File: src/rtl/tsc_pkg.sv
`default_nettype none
package tsc_pkg;
    localparam int DATA_W = 32;
    localparam int SLOT_W = 3;
    localparam int WORD_W = 3;
    localparam int ADDR_W = SLOT_W + WORD_W;
    localparam int DEPTH = 1 << ADDR_W;

    // command port operations
    typedef enum logic [3:0] {
        OP_NONE = 4'h0,
        OP_FAR_JMP = 4'h1,
        OP_FAR_CALL = 4'h2,
        OP_INTR = 4'h3,
        OP_INTERRUPT_RETURN_OP = 4'h4,
        OP_FLAG_POP_OP = 4'h5,
        OP_LOAD_TR = 4'h6,
        OP_MOV_CR0 = 4'h7,
        OP_MOV_CR2 = 4'h8,
        OP_MOV_CR3 = 4'h9,
        OP_PAGE_FAULT = 4'hA,
        OP_PRIV_CHG = 4'hB,
        OP_FP_OP = 4'hC
    } tsc_op_e;

    localparam logic [1:0] TBL_GDT = 2'h0;
    localparam logic [1:0] TBL_LDT = 2'h1;
    localparam logic [1:0] TBL_IDT = 2'h2;
    localparam logic [1:0] LEVEL_USER = 2'h3;

    // descriptor type field codes
    localparam logic [3:0] TYPE_AVAIL32 = 4'h9;
    localparam logic [3:0] TYPE_BUSY32 = 4'hB;
    localparam logic [3:0] TYPE_AVAIL16 = 4'h1;
    localparam logic [3:0] TYPE_BUSY16 = 4'h3;
    localparam logic [31:0] LIMIT_MIN32 = 32'h0000_0064;
    localparam logic [31:0] LIMIT_MIN16 = 32'h0000_002B;

    // bit positions
    localparam int NESTED_BIT = 14;
    localparam int VM_BIT = 17;
    localparam int PE_BIT = 0;
    localparam int MP_BIT = 1;
    localparam int TS_BIT = 3;
    localparam int TRAP_BIT = 0;
    localparam int PAGE_OFFS_W = 12;
    localparam int DIR_IDX_LSB = 22;
    localparam logic [31:0] MCR_RESET = 32'h0000_0000;
    localparam logic [31:0] DBR_RESET = 32'h0000_0000;

    // word layout inside one task state block
    localparam logic [2:0] W_LINK = 3'h0;
    localparam logic [2:0] W_FLAGS = 3'h1;
    localparam logic [2:0] W_DIRBASE = 3'h2;
    localparam logic [2:0] W_TRAP = 3'h3;
    localparam logic [2:0] W_STACK0 = 3'h4;
    localparam logic [2:0] W_IP = 3'h7;
    localparam logic [2:0] SAVE_LAST = 3'h3;
    localparam logic [2:0] LOAD_DONE = 3'h4;

    localparam logic [7:0] VEC_DEBUG = 8'h01;
    localparam logic [7:0] VEC_NOCOPROC = 8'h07;
    localparam logic [7:0] VEC_GP = 8'h0D;

    localparam int SWITCH_TIME_NS = 17000;
    localparam int CLK_PERIOD_NS = 25;
    localparam int SWITCH_CYCLES = (SWITCH_TIME_NS / CLK_PERIOD_NS) < 1 ? 1 : (SWITCH_TIME_NS / CLK_PERIOD_NS);
    localparam int CNT_W = 10;
    localparam logic [CNT_W-1:0] SWITCH_LAST = CNT_W'(SWITCH_CYCLES - 1);

    typedef enum logic [2:0] {
        ST_IDLE = 3'h0,
        ST_CHECK = 3'h1,
        ST_SAVE = 3'h3,
        ST_LOAD = 3'h2,
        ST_COMMIT = 3'h6,
        ST_PAD = 3'h7,
        ST_STACK = 3'h4
    } tsc_state_e;
endpackage
`default_nettype wire

File: src/rtl/tsc_mem_if.sv
`default_nettype none
interface tsc_mem_if;
    logic we;
    logic [tsc_pkg::ADDR_W-1:0] addr;
    logic [tsc_pkg::DATA_W-1:0] wdata;
    logic [tsc_pkg::DATA_W-1:0] rdata;
    modport ctrl (output we, output addr, output wdata, input rdata);
    modport mem (input we, input addr, input wdata, output rdata);
endinterface
`default_nettype wire

File: src/rtl/tsc_task_switch.sv
`default_nettype none
module tsc_task_switch (
    input wire logic mclk_in,                        // core clock, 40 MHz
    input wire logic rst_n_in,                       // async reset, active low
    input wire logic cmd_valid_in,                   // command strobe
    input wire logic [3:0] cmd_op_in,                // tsc_op_e code
    input wire logic [31:0] cmd_data_in,             // operand / flags image / address
    input wire logic desc_gate_in,                   // reference went through a task gate
    input wire logic [1:0] desc_table_in,            // table of the reference
    input wire logic [3:0] desc_type_in,             // type field of target task block
    input wire logic [15:0] desc_sel_in,             // selector of target task block
    input wire logic [31:0] desc_base_in,            // base of target task block
    input wire logic [31:0] desc_limit_in,           // limit of target task block
    input wire logic [2:0] desc_slot_in,             // storage slot of target block
    input wire logic [31:0] lin_addr_in,             // linear address being translated
    output logic busy_out,                           // issue blocked
    output logic done_out,                           // switch finished pulse
    output logic exc_valid_out,                      // exception pulse
    output logic [7:0] exc_vector_out,               // exception number
    output logic desc_wr_out,                        // descriptor type rewrite pulse
    output logic [15:0] desc_wr_sel_out,             // selector rewritten
    output logic [3:0] desc_wr_type_out,             // new type field
    output logic [15:0] task_register_out,           // current task selector
    output logic [31:0] tr_base_out,                 // hidden base
    output logic [31:0] tr_limit_out,                // hidden limit
    output logic [15:0] back_link_out,               // previous task selector
    output logic nested_flag_out,                    // flags word bit 14
    output logic virtual8086_flag_out,               // flags word bit 17
    output logic [31:0] machine_control_reg_out,     // machine control register
    output logic [31:0] fault_address_reg_out,       // page fault linear address
    output logic [31:0] directory_base_reg_out,      // page directory base
    output logic tlb_flush_out,                      // flush cached entries pulse
    output logic [31:0] dir_entry_addr_out,          // directory entry physical address
    output logic [31:0] stack_ptr_out                // stack pointer for new level
);
    tsc_pkg::tsc_state_e state, next_state;
    tsc_pkg::tsc_op_e op;
    tsc_mem_if ram ();

    logic [tsc_pkg::CNT_W-1:0] cnt;
    logic [tsc_pkg::WORD_W-1:0] word, prev_word;
    logic [tsc_pkg::SLOT_W-1:0] cur_slot, new_slot;
    logic [15:0] new_sel;
    logic [31:0] new_base, new_limit, ip_q, ld_flags, ld_dbr, flags_image;
    logic [15:0] ld_link;
    logic [3:0] new_type;
    logic nesting, ret_sw, ld_trap;
    logic accept, pe, tsb_type, start_sw, fmt32, busy_hit, type_bad, limit_bad, check_fail;
    logic [2:0] stack_word;

    assign op = tsc_pkg::tsc_op_e'(cmd_op_in);
    assign accept = cmd_valid_in && (state == tsc_pkg::ST_IDLE);
    assign pe = machine_control_reg_out[tsc_pkg::PE_BIT];
    assign tsb_type = (desc_type_in == tsc_pkg::TYPE_AVAIL32) || (desc_type_in == tsc_pkg::TYPE_BUSY32) ||
                      (desc_type_in == tsc_pkg::TYPE_AVAIL16) || (desc_type_in == tsc_pkg::TYPE_BUSY16);
    // real mode never switches tasks
    assign start_sw = pe && (((op == tsc_pkg::OP_FAR_JMP || op == tsc_pkg::OP_FAR_CALL) &&
                              desc_table_in != tsc_pkg::TBL_IDT && (desc_gate_in || tsb_type)) ||
                             (op == tsc_pkg::OP_INTR && desc_table_in == tsc_pkg::TBL_IDT && desc_gate_in) ||
                             (op == tsc_pkg::OP_INTERRUPT_RETURN_OP && nested_flag_out));
    assign stack_word = tsc_pkg::W_STACK0 + {1'b0, cmd_data_in[1:0]};
    assign prev_word = word - 3'h1;

    assign fmt32 = (new_type == tsc_pkg::TYPE_AVAIL32) || (new_type == tsc_pkg::TYPE_BUSY32);
    assign busy_hit = !ret_sw && (new_type == tsc_pkg::TYPE_BUSY32 || new_type == tsc_pkg::TYPE_BUSY16);
    // a return goes back to a block that is still marked busy
    assign type_bad = !(fmt32 || new_type == tsc_pkg::TYPE_AVAIL16 || new_type == tsc_pkg::TYPE_BUSY16);
    assign limit_bad = fmt32 ? (new_limit <= tsc_pkg::LIMIT_MIN32) : (new_limit <= tsc_pkg::LIMIT_MIN16);
    assign check_fail = busy_hit || type_bad || limit_bad;

    always_comb
    begin
        flags_image = 32'h0000_0000;
        flags_image[tsc_pkg::NESTED_BIT] = nested_flag_out;
        flags_image[tsc_pkg::VM_BIT] = virtual8086_flag_out;
    end

    always_comb
    begin
        next_state = state;
        unique case (state)
            tsc_pkg::ST_IDLE:
            begin
                if (accept && start_sw)
                    next_state = tsc_pkg::ST_CHECK;
                else if (accept && op == tsc_pkg::OP_PRIV_CHG && cmd_data_in[1:0] != tsc_pkg::LEVEL_USER)
                    next_state = tsc_pkg::ST_STACK;
            end
            tsc_pkg::ST_CHECK: next_state = check_fail ? tsc_pkg::ST_IDLE : tsc_pkg::ST_SAVE;
            tsc_pkg::ST_SAVE: next_state = (word == tsc_pkg::SAVE_LAST) ? tsc_pkg::ST_LOAD : tsc_pkg::ST_SAVE;
            tsc_pkg::ST_LOAD: next_state = (word == tsc_pkg::LOAD_DONE) ? tsc_pkg::ST_COMMIT : tsc_pkg::ST_LOAD;
            tsc_pkg::ST_COMMIT: next_state = tsc_pkg::ST_PAD;
            tsc_pkg::ST_PAD: next_state = (cnt >= tsc_pkg::SWITCH_LAST) ? tsc_pkg::ST_IDLE : tsc_pkg::ST_PAD;
            tsc_pkg::ST_STACK: next_state = tsc_pkg::ST_IDLE;
            default: next_state = tsc_pkg::ST_IDLE;
        endcase
    end

    // sequencer, word counter and latched request
    always_ff @(posedge mclk_in or negedge rst_n_in)
    begin
        if (!rst_n_in)
        begin
            state <= tsc_pkg::ST_IDLE;
            cnt <= '0;
            word <= '0;
            new_slot <= '0;
            new_sel <= 16'h0000;
            new_base <= 32'h0000_0000;
            new_limit <= 32'h0000_0000;
            new_type <= 4'h0;
            ip_q <= 32'h0000_0000;
            nesting <= 1'b0;
            ret_sw <= 1'b0;
            ld_link <= 16'h0000;
            ld_flags <= 32'h0000_0000;
            ld_dbr <= 32'h0000_0000;
            ld_trap <= 1'b0;
            busy_out <= 1'b0;
        end
        else
        begin
            state <= next_state;
            busy_out <= (next_state != tsc_pkg::ST_IDLE);
            cnt <= (state == tsc_pkg::ST_IDLE) ? '0 : cnt + 1'b1;
            word <= (state != next_state) ? '0 : word + 3'h1;
            if (accept && start_sw)
            begin
                new_slot <= desc_slot_in;
                new_sel <= desc_sel_in;
                new_base <= desc_base_in;
                new_limit <= desc_limit_in;
                new_type <= desc_type_in;
                ip_q <= cmd_data_in;
                nesting <= (op == tsc_pkg::OP_FAR_CALL) || (op == tsc_pkg::OP_INTR);
                ret_sw <= (op == tsc_pkg::OP_INTERRUPT_RETURN_OP);
            end
            if (state == tsc_pkg::ST_LOAD && word != '0)
            begin
                case (prev_word)
                    tsc_pkg::W_LINK: ld_link <= ram.rdata[15:0];
                    tsc_pkg::W_FLAGS: ld_flags <= ram.rdata;
                    tsc_pkg::W_DIRBASE: ld_dbr <= ram.rdata;
                    tsc_pkg::W_TRAP: ld_trap <= ram.rdata[tsc_pkg::TRAP_BIT];
                    default: ld_trap <= ld_trap;
                endcase
            end
        end
    end

    // outgoing state goes to the current block, link into the incoming one on a call or interrupt
    always_comb
    begin
        ram.we = 1'b0;
        ram.addr = {cur_slot, stack_word};
        ram.wdata = 32'h0000_0000;
        if (state == tsc_pkg::ST_SAVE)
        begin
            ram.we = 1'b1;
            case (word)
                3'h0:
                begin
                    ram.addr = {cur_slot, tsc_pkg::W_FLAGS};
                    ram.wdata = flags_image;
                end
                3'h1:
                begin
                    ram.addr = {cur_slot, tsc_pkg::W_DIRBASE};
                    ram.wdata = directory_base_reg_out;
                end
                3'h2:
                begin
                    ram.addr = {cur_slot, tsc_pkg::W_IP};
                    ram.wdata = ip_q;
                end
                default:
                begin
                    ram.we = nesting;
                    ram.addr = {new_slot, tsc_pkg::W_LINK};
                    ram.wdata = {16'h0000, task_register_out};
                end
            endcase
        end
        else if (state == tsc_pkg::ST_LOAD)
        begin
            ram.addr = {new_slot, word};
        end
    end

    tsc_state_ram u_ram (
        .clk_in(mclk_in),
        .ram_in(ram.mem)
    );

    // flags word and machine control register
    always_ff @(posedge mclk_in or negedge rst_n_in)
    begin
        if (!rst_n_in)
        begin
            nested_flag_out <= 1'b0;
            virtual8086_flag_out <= 1'b0;
            machine_control_reg_out <= tsc_pkg::MCR_RESET;
        end
        else if (state == tsc_pkg::ST_COMMIT)
        begin
            nested_flag_out <= nesting ? 1'b1 : ld_flags[tsc_pkg::NESTED_BIT];
            virtual8086_flag_out <= ld_flags[tsc_pkg::VM_BIT];
            machine_control_reg_out[tsc_pkg::TS_BIT] <= 1'b1;
        end
        else if (accept && !start_sw)
        begin
            if (op == tsc_pkg::OP_INTR)
                nested_flag_out <= 1'b0;
            else if (op == tsc_pkg::OP_INTERRUPT_RETURN_OP || op == tsc_pkg::OP_FLAG_POP_OP)
                nested_flag_out <= cmd_data_in[tsc_pkg::NESTED_BIT];
            if (op == tsc_pkg::OP_MOV_CR0)
                machine_control_reg_out <= cmd_data_in;
        end
    end

    // task register, hidden part and link
    always_ff @(posedge mclk_in or negedge rst_n_in)
    begin
        if (!rst_n_in)
        begin
            task_register_out <= 16'h0000;
            tr_base_out <= 32'h0000_0000;
            tr_limit_out <= 32'h0000_0000;
            back_link_out <= 16'h0000;
            cur_slot <= '0;
        end
        else if (state == tsc_pkg::ST_COMMIT)
        begin
            task_register_out <= new_sel;
            tr_base_out <= new_base;
            tr_limit_out <= new_limit;
            back_link_out <= ld_link;
            cur_slot <= new_slot;
        end
        else if (accept && op == tsc_pkg::OP_LOAD_TR)
        begin
            // first switch saves into this block
            task_register_out <= desc_sel_in;
            tr_base_out <= desc_base_in;
            tr_limit_out <= desc_limit_in;
            cur_slot <= desc_slot_in;
        end
    end

    // paging control registers
    always_ff @(posedge mclk_in or negedge rst_n_in)
    begin
        if (!rst_n_in)
        begin
            fault_address_reg_out <= 32'h0000_0000;
            directory_base_reg_out <= tsc_pkg::DBR_RESET;
            tlb_flush_out <= 1'b0;
            dir_entry_addr_out <= 32'h0000_0000;
        end
        else
        begin
            tlb_flush_out <= 1'b0;
            // directory base page number, then directory index
            dir_entry_addr_out <= {directory_base_reg_out[31:tsc_pkg::PAGE_OFFS_W],
                                   lin_addr_in[31:tsc_pkg::DIR_IDX_LSB], 2'b00};
            if (accept && (op == tsc_pkg::OP_PAGE_FAULT || op == tsc_pkg::OP_MOV_CR2))
                fault_address_reg_out <= cmd_data_in;
            if (accept && op == tsc_pkg::OP_MOV_CR3)
            begin
                directory_base_reg_out <= {cmd_data_in[31:tsc_pkg::PAGE_OFFS_W], 12'h000};
                tlb_flush_out <= 1'b1;
            end
            else if (state == tsc_pkg::ST_COMMIT)
            begin
                directory_base_reg_out <= {ld_dbr[31:tsc_pkg::PAGE_OFFS_W], 12'h000};
                tlb_flush_out <= (ld_dbr[31:tsc_pkg::PAGE_OFFS_W] !=
                                  directory_base_reg_out[31:tsc_pkg::PAGE_OFFS_W]);
            end
        end
    end

    // exceptions, busy marking, completion, stack pointer
    always_ff @(posedge mclk_in or negedge rst_n_in)
    begin
        if (!rst_n_in)
        begin
            exc_valid_out <= 1'b0;
            exc_vector_out <= 8'h00;
            desc_wr_out <= 1'b0;
            desc_wr_sel_out <= 16'h0000;
            desc_wr_type_out <= 4'h0;
            done_out <= 1'b0;
            stack_ptr_out <= 32'h0000_0000;
        end
        else
        begin
            exc_valid_out <= 1'b0;
            desc_wr_out <= 1'b0;
            done_out <= (state == tsc_pkg::ST_PAD) && (next_state == tsc_pkg::ST_IDLE);
            if (state == tsc_pkg::ST_CHECK && check_fail)
            begin
                exc_valid_out <= 1'b1;
                exc_vector_out <= tsc_pkg::VEC_GP;
            end
            else if (state == tsc_pkg::ST_COMMIT && ld_trap)
            begin
                exc_valid_out <= 1'b1;
                exc_vector_out <= tsc_pkg::VEC_DEBUG;
            end
            else if (accept && op == tsc_pkg::OP_FP_OP && machine_control_reg_out[tsc_pkg::TS_BIT] &&
                     machine_control_reg_out[tsc_pkg::MP_BIT])
            begin
                exc_valid_out <= 1'b1;
                exc_vector_out <= tsc_pkg::VEC_NOCOPROC;
            end
            if (state == tsc_pkg::ST_COMMIT && !ret_sw)
            begin
                desc_wr_out <= 1'b1;
                desc_wr_sel_out <= new_sel;
                desc_wr_type_out <= fmt32 ? tsc_pkg::TYPE_BUSY32 : tsc_pkg::TYPE_BUSY16;
            end
            if (state == tsc_pkg::ST_STACK)
                stack_ptr_out <= ram.rdata;
        end
    end
endmodule
`default_nettype wire

File: src/rtl/tsc_state_ram.sv
`default_nettype none
module tsc_state_ram (
    input wire logic clk_in,    // core clock
    tsc_mem_if.mem ram_in       // controller side
);
    logic [tsc_pkg::DATA_W-1:0] store [0:tsc_pkg::DEPTH-1];

    // read data registered; contents undefined until written
    always_ff @(posedge clk_in)
    begin
        if (ram_in.we)
        begin
            store[ram_in.addr] <= ram_in.wdata;
        end
        ram_in.rdata <= store[ram_in.addr];
    end
endmodule
`default_nettype wire

File: config.mk
export PLATFORM = sky130hd
export DESIGN_NAME = tsc_task_switch
export DESIGN_NICKNAME = d
export VERILOG_FILES = /design/src/rtl/tsc_pkg.sv /design/src/rtl/tsc_mem_if.sv /design/src/rtl/tsc_task_switch.sv /design/src/rtl/tsc_state_ram.sv
export SDC_FILE = /design/constraint.sdc
export NUM_CORES = 2
export LEC_CHECK = 0
export BUFFER_PORTS_ARGS = -buffer_cell sky130_fd_sc_hd__buf_2
export CAP_MARGIN = 10
export CELL_PAD_IN_SITES_DETAIL_PLACEMENT = 1
export CELL_PAD_IN_SITES_GLOBAL_PLACEMENT = 1
export CORE_MARGIN = 1.5
export CORE_UTILIZATION = 25
export DETAILED_ROUTE_END_ITERATION = 8
export PLACE_DENSITY_LB_ADDON = 0.1
export SETUP_SLACK_MARGIN = 0.4
export SLEW_MARGIN = 20
export SYNTH_ARGS = -nofsm -noshare
export SYNTH_HDL_FRONTEND = slang
export SYNTH_SLANG_ARGS = --single-unit
export TNS_END_PERCENT = 1
File: constraint.sdc
create_clock -name mclk_in -period 4.8 [get_ports mclk_in]
set_clock_uncertainty 0.15 [all_clocks]
set_input_delay 0.24 -clock mclk_in [delete_from_list [all_inputs] [get_ports mclk_in]]
set_output_delay 0.24 -clock mclk_in [all_outputs]
set_load 0.05 [all_outputs]
==> reports/metrics.yaml <==
cells_and_area:
  final_common_cell: "edfxtp_1"
  fillCellCount: 42200
  mostFrequentLayoutCells: "2,048 x edfxtp_1, 858 x o21ai_0, 746 x nand3_1, 741 x a21oi_1, 531 x conb_1"
  area_growth_pct: 25.8
  final_core_util_pct: 31.6
  fin_cells: 13900
  final_nets: 8557
  drive_gt1_share_pct: 19.7
synth:
  ys_warn_count: 0
  async_flop_share_pct: 17.8
  synth_area_per_cell_um2: 14.2
  yosysSeqAreaShare_pct: 72.9
  synth_cell_types: 74
  ys_ff_latch: 2530
  synth_area_mm2: 0.101
  synth-edff-count: 2048
  synth_cells: 7080
  ys.flop_type: "edfxtp_1"
worst_setup_path:
  criticalPathCategory: "flip-flop to flip-flop"
  worstSetupEndpointType: "flip-flop"
  r2r-start: "word[1]"
  start_kind: "flip-flop"
  r2r-end: "u_ram.ram_in.rdata[0]"
  arrival_ns: 5.00
  rrSetupSlack_ns: 0.41
  worst-endpoint-required_ns: 5.41
  cp_max_fo: 96
  reg2reg_depth: 12
timing:
  drv_slew: 0
  finalSetupViolCount: 0
  worst_slew_pin_slew_ns: 1.13
  period_share_pct: 91.4
  final-hold-violation-count: 0
  setup_ws_ns: 0.411
  relSlewSlack_pct: 24.4
  fin_crit_ns: 4.39
  fin_setup_tns_ns: 0
  max_freq_mhz: 228
  rsz0062_at_grt: "yes"
power:
  sw_frac_of_total_pct: 31.0
  finalPower_mw: 60.0
  powerDensity_mw_per_mm2: 474
  p_leak_nw: 45.6
  vdd_drop_max_mv: 0.265
  p_int_mw: 41.4
  p_seq_share_pct: 43.4
  switchingPower_mw: 18.6
  clkPwrFrac_pct: 38.0
  pwr-share-comb_pct: 18.7
detailed_routing:
  wirelength_mm: 428
  num_vias: 68700
  post_drt_wl_per_cell_um: 30.8
  ant_nets: 0
  drt_pre_antenna_iters: 5
  avgViaCountPerCell: 4.94
  drt_iter0_drc: 5569
  remaining_drc_errors: 0
place:
  io_buffers: 410
  pre_cts_ws_ns: 0.0374
  gp_congestion: 0.774
  hpwl_mm: 251
  placed_cells: 13100
clocking:
  htree_levels: 5
  cts.sinks: 2530
  cts-root-buf: "clkbuf_16"
  post-cts-setup-buffer-count: 0
  clkTransAtPathRegs_ns: 0.06
  clock_path_buffers: 4
  cts_buffers: 302
  worstSkewPairLatency_ns: 0.94
  cts_tree: "yes"
outcome:
  outcome: "finished clean"
global_route:
  globalRouteTotalUtil_pct: 20.5
  grt_max_degree: 118
  antenna_found_initial: 34
  grt_overflow: 0
  grt_pass1_vias: 71100
  grt_pass1_wl_mm: 592
worst_hold_path:
  min_delay_path_depth: 3
  hp-start: "desc_base_in[5]"
  min_path_type: "input pin to flip-flop"
  hold_end: "new_base[5]"
die:
  initial_core_util_pct: 25.2
  coreArea_mm2: 0.400
  io_pins: 452
  die-area_mm2: 0.406
  rows: 232
  die_width_um: 638
  dieHeight_um: 638
job:
  max-cap-violations: 0
## metal layers
layer	routed length (um)	share of wire (%)	vias up	global-route usage, %
met3	20000	4.7	457	2.74
met5	13	0.0030	-	0
met2	203000	47	1920	34.1
met4	8560	2.0	2	4.26
li1	-	-	29600	-
met1	197000	46	36800	28.6
## sequential cells by signal, indices dropped and copies added (netlist names), 10 cells and up
register / flops
back_link_out: 16
cnt: 10
desc_wr_sel_out: 16
dir_entry_addr_out: 30
directory_base_reg_out: 20
fault_address_reg_out: 32
ip_q: 32
ld_dbr: 20
ld_link: 16
machine_control_reg_out: 32
new_base: 32
new_limit: 32
new_sel: 16
stack_ptr_out: 32
task_register_out: 16
tr_base_out: 32
tr_limit_out: 32
u_ram.ram_in.rdata: 32
u_ram.store: 2048
## area by class of cell
type | instances | area, um^2 | share of cell area, %
well taps | 5265 | 6590 | 5.20
multi-input cells | 4481 | 27600 | 21.8
diodes | 12 | 30.0 | 0.0237
clock inverters | 116 | 991 | 0.783
inverters | 9 | 33.8 | 0.0267
repair buffers | 1064 | 9380 | 7.41
flip-flops and latches | 2530 | 73400 | 58.0
clock buffers | 428 | 8610 | 6.80
## through the flow
step,cell area (um^2),hold WS (ns)
floorplan,103000,-0.206
global placement,114000,0.201
detailed placement,114000,0.203
CTS,127000,0.000133
global route,127000,0.0362
finish,127000,0.0681
## critical path: stages (launching register included)
cell and delay, ns:
dfrtp_1 0.43, inv_1 0.18, ha_1 0.34, nor2_1 0.15, or3_4 0.49, buf_12 0.24, buf_12 0.27, nand3_1 0.21
a21oi_1 0.11, o41ai_2 0.47, buf_4 0.18, nand4_1 0.17, or4_1 0.60
## worst max-delay path by stage
stage / endpoint / from / depth (start not counted) / slack (ns)
finish: u_ram.ram_in.rdata[0] / word[1] / 12 / 0.41
global placement: u_ram.ram_in.rdata[25] / word[1] / 12 / 0.13
detailed placement: u_ram.ram_in.rdata[25] / word[1] / 12 / 0.04
floorplan: u_ram.store[0][0] / word[0] / 14 / 0.25
global route: u_ram.ram_in.rdata[0] / word[1] / 12 / 0.31
CTS: u_ram.ram_in.rdata[31] / word[0] / 12 / 0.30
## logic make-up after synthesis
| kind of cell | after synthesis | share of synthesized area, % |
|---|---|---|
| adder cells (fa/ha/maj) | 8 | 0.0994 |
| AO/OA/AOI/OAI | 2025 | 11.3 |
| XOR/XNOR | 29 | 0.252 |
| buffers and inverters | 599 | 2.50 |
| other | 1 | 0.00373 |
| flip-flops | 2530 | 72.9 |
| multiplexers | 648 | 6.89 |
| AND/OR/NAND/NOR | 1240 | 6.00 |
## cell usage after synthesis (all sizes together) (4+ instances only)
master      n  area (um^2)
nand3     748         3740
a31oi       4         31.3
a222oi      5         50.1
xor2       15          131
and3        4         25.0
nand2     216          813
mux2i     302         3040
edfxtp   2048        61500
o22ai     130          813
or3         5         31.3
inv         9         33.8
nor2      112          420
a2111oi    73          652
a22oi      37          278
or4        10         75.1
nor3       15         80.1
o21ai     862         4320
a22o       12          105
nand2b     13         81.3
nor4       60          375
or2         5         31.3
o221a       9          101
o22a       11         96.3
dfrtp     450        11300
ha          8          100
mux2      346         3900
buf       215         1080
nand4      26          163
or4b        5         50.1
dfxtp      32          641
o41ai      78          683
clkbuf    375         1410
nor2b       8         50.1
o221ai     12          105
a21oi     742         3720
o21a       14          105
xnor2      14          123
o2111a     11          124
## timing repair
action,in CTS,in global routing
endpoints found under the hold margin,726,0
resized for setup,3,5
pin swaps,0,1
setup endpoints to repair,3,98
cloned,0,0
hold buffers,259,0
## power by group through the flow
stage / clock, mW / combinational (mW) / sequential, mW
4_1_cts: 23.4 / 11.3 / 26.0
2_1_floorplan: 0 / 4.34 / 27.8
3_3_place_gp: 0 / 11.0 / 26.4
3_5_place_dp: 0 / 11.1 / 26.5
6_report: 22.8 / 11.2 / 26.0
5_1_grt: 24.2 / 11.9 / 26.1
(Power assumes the default switching activity.)
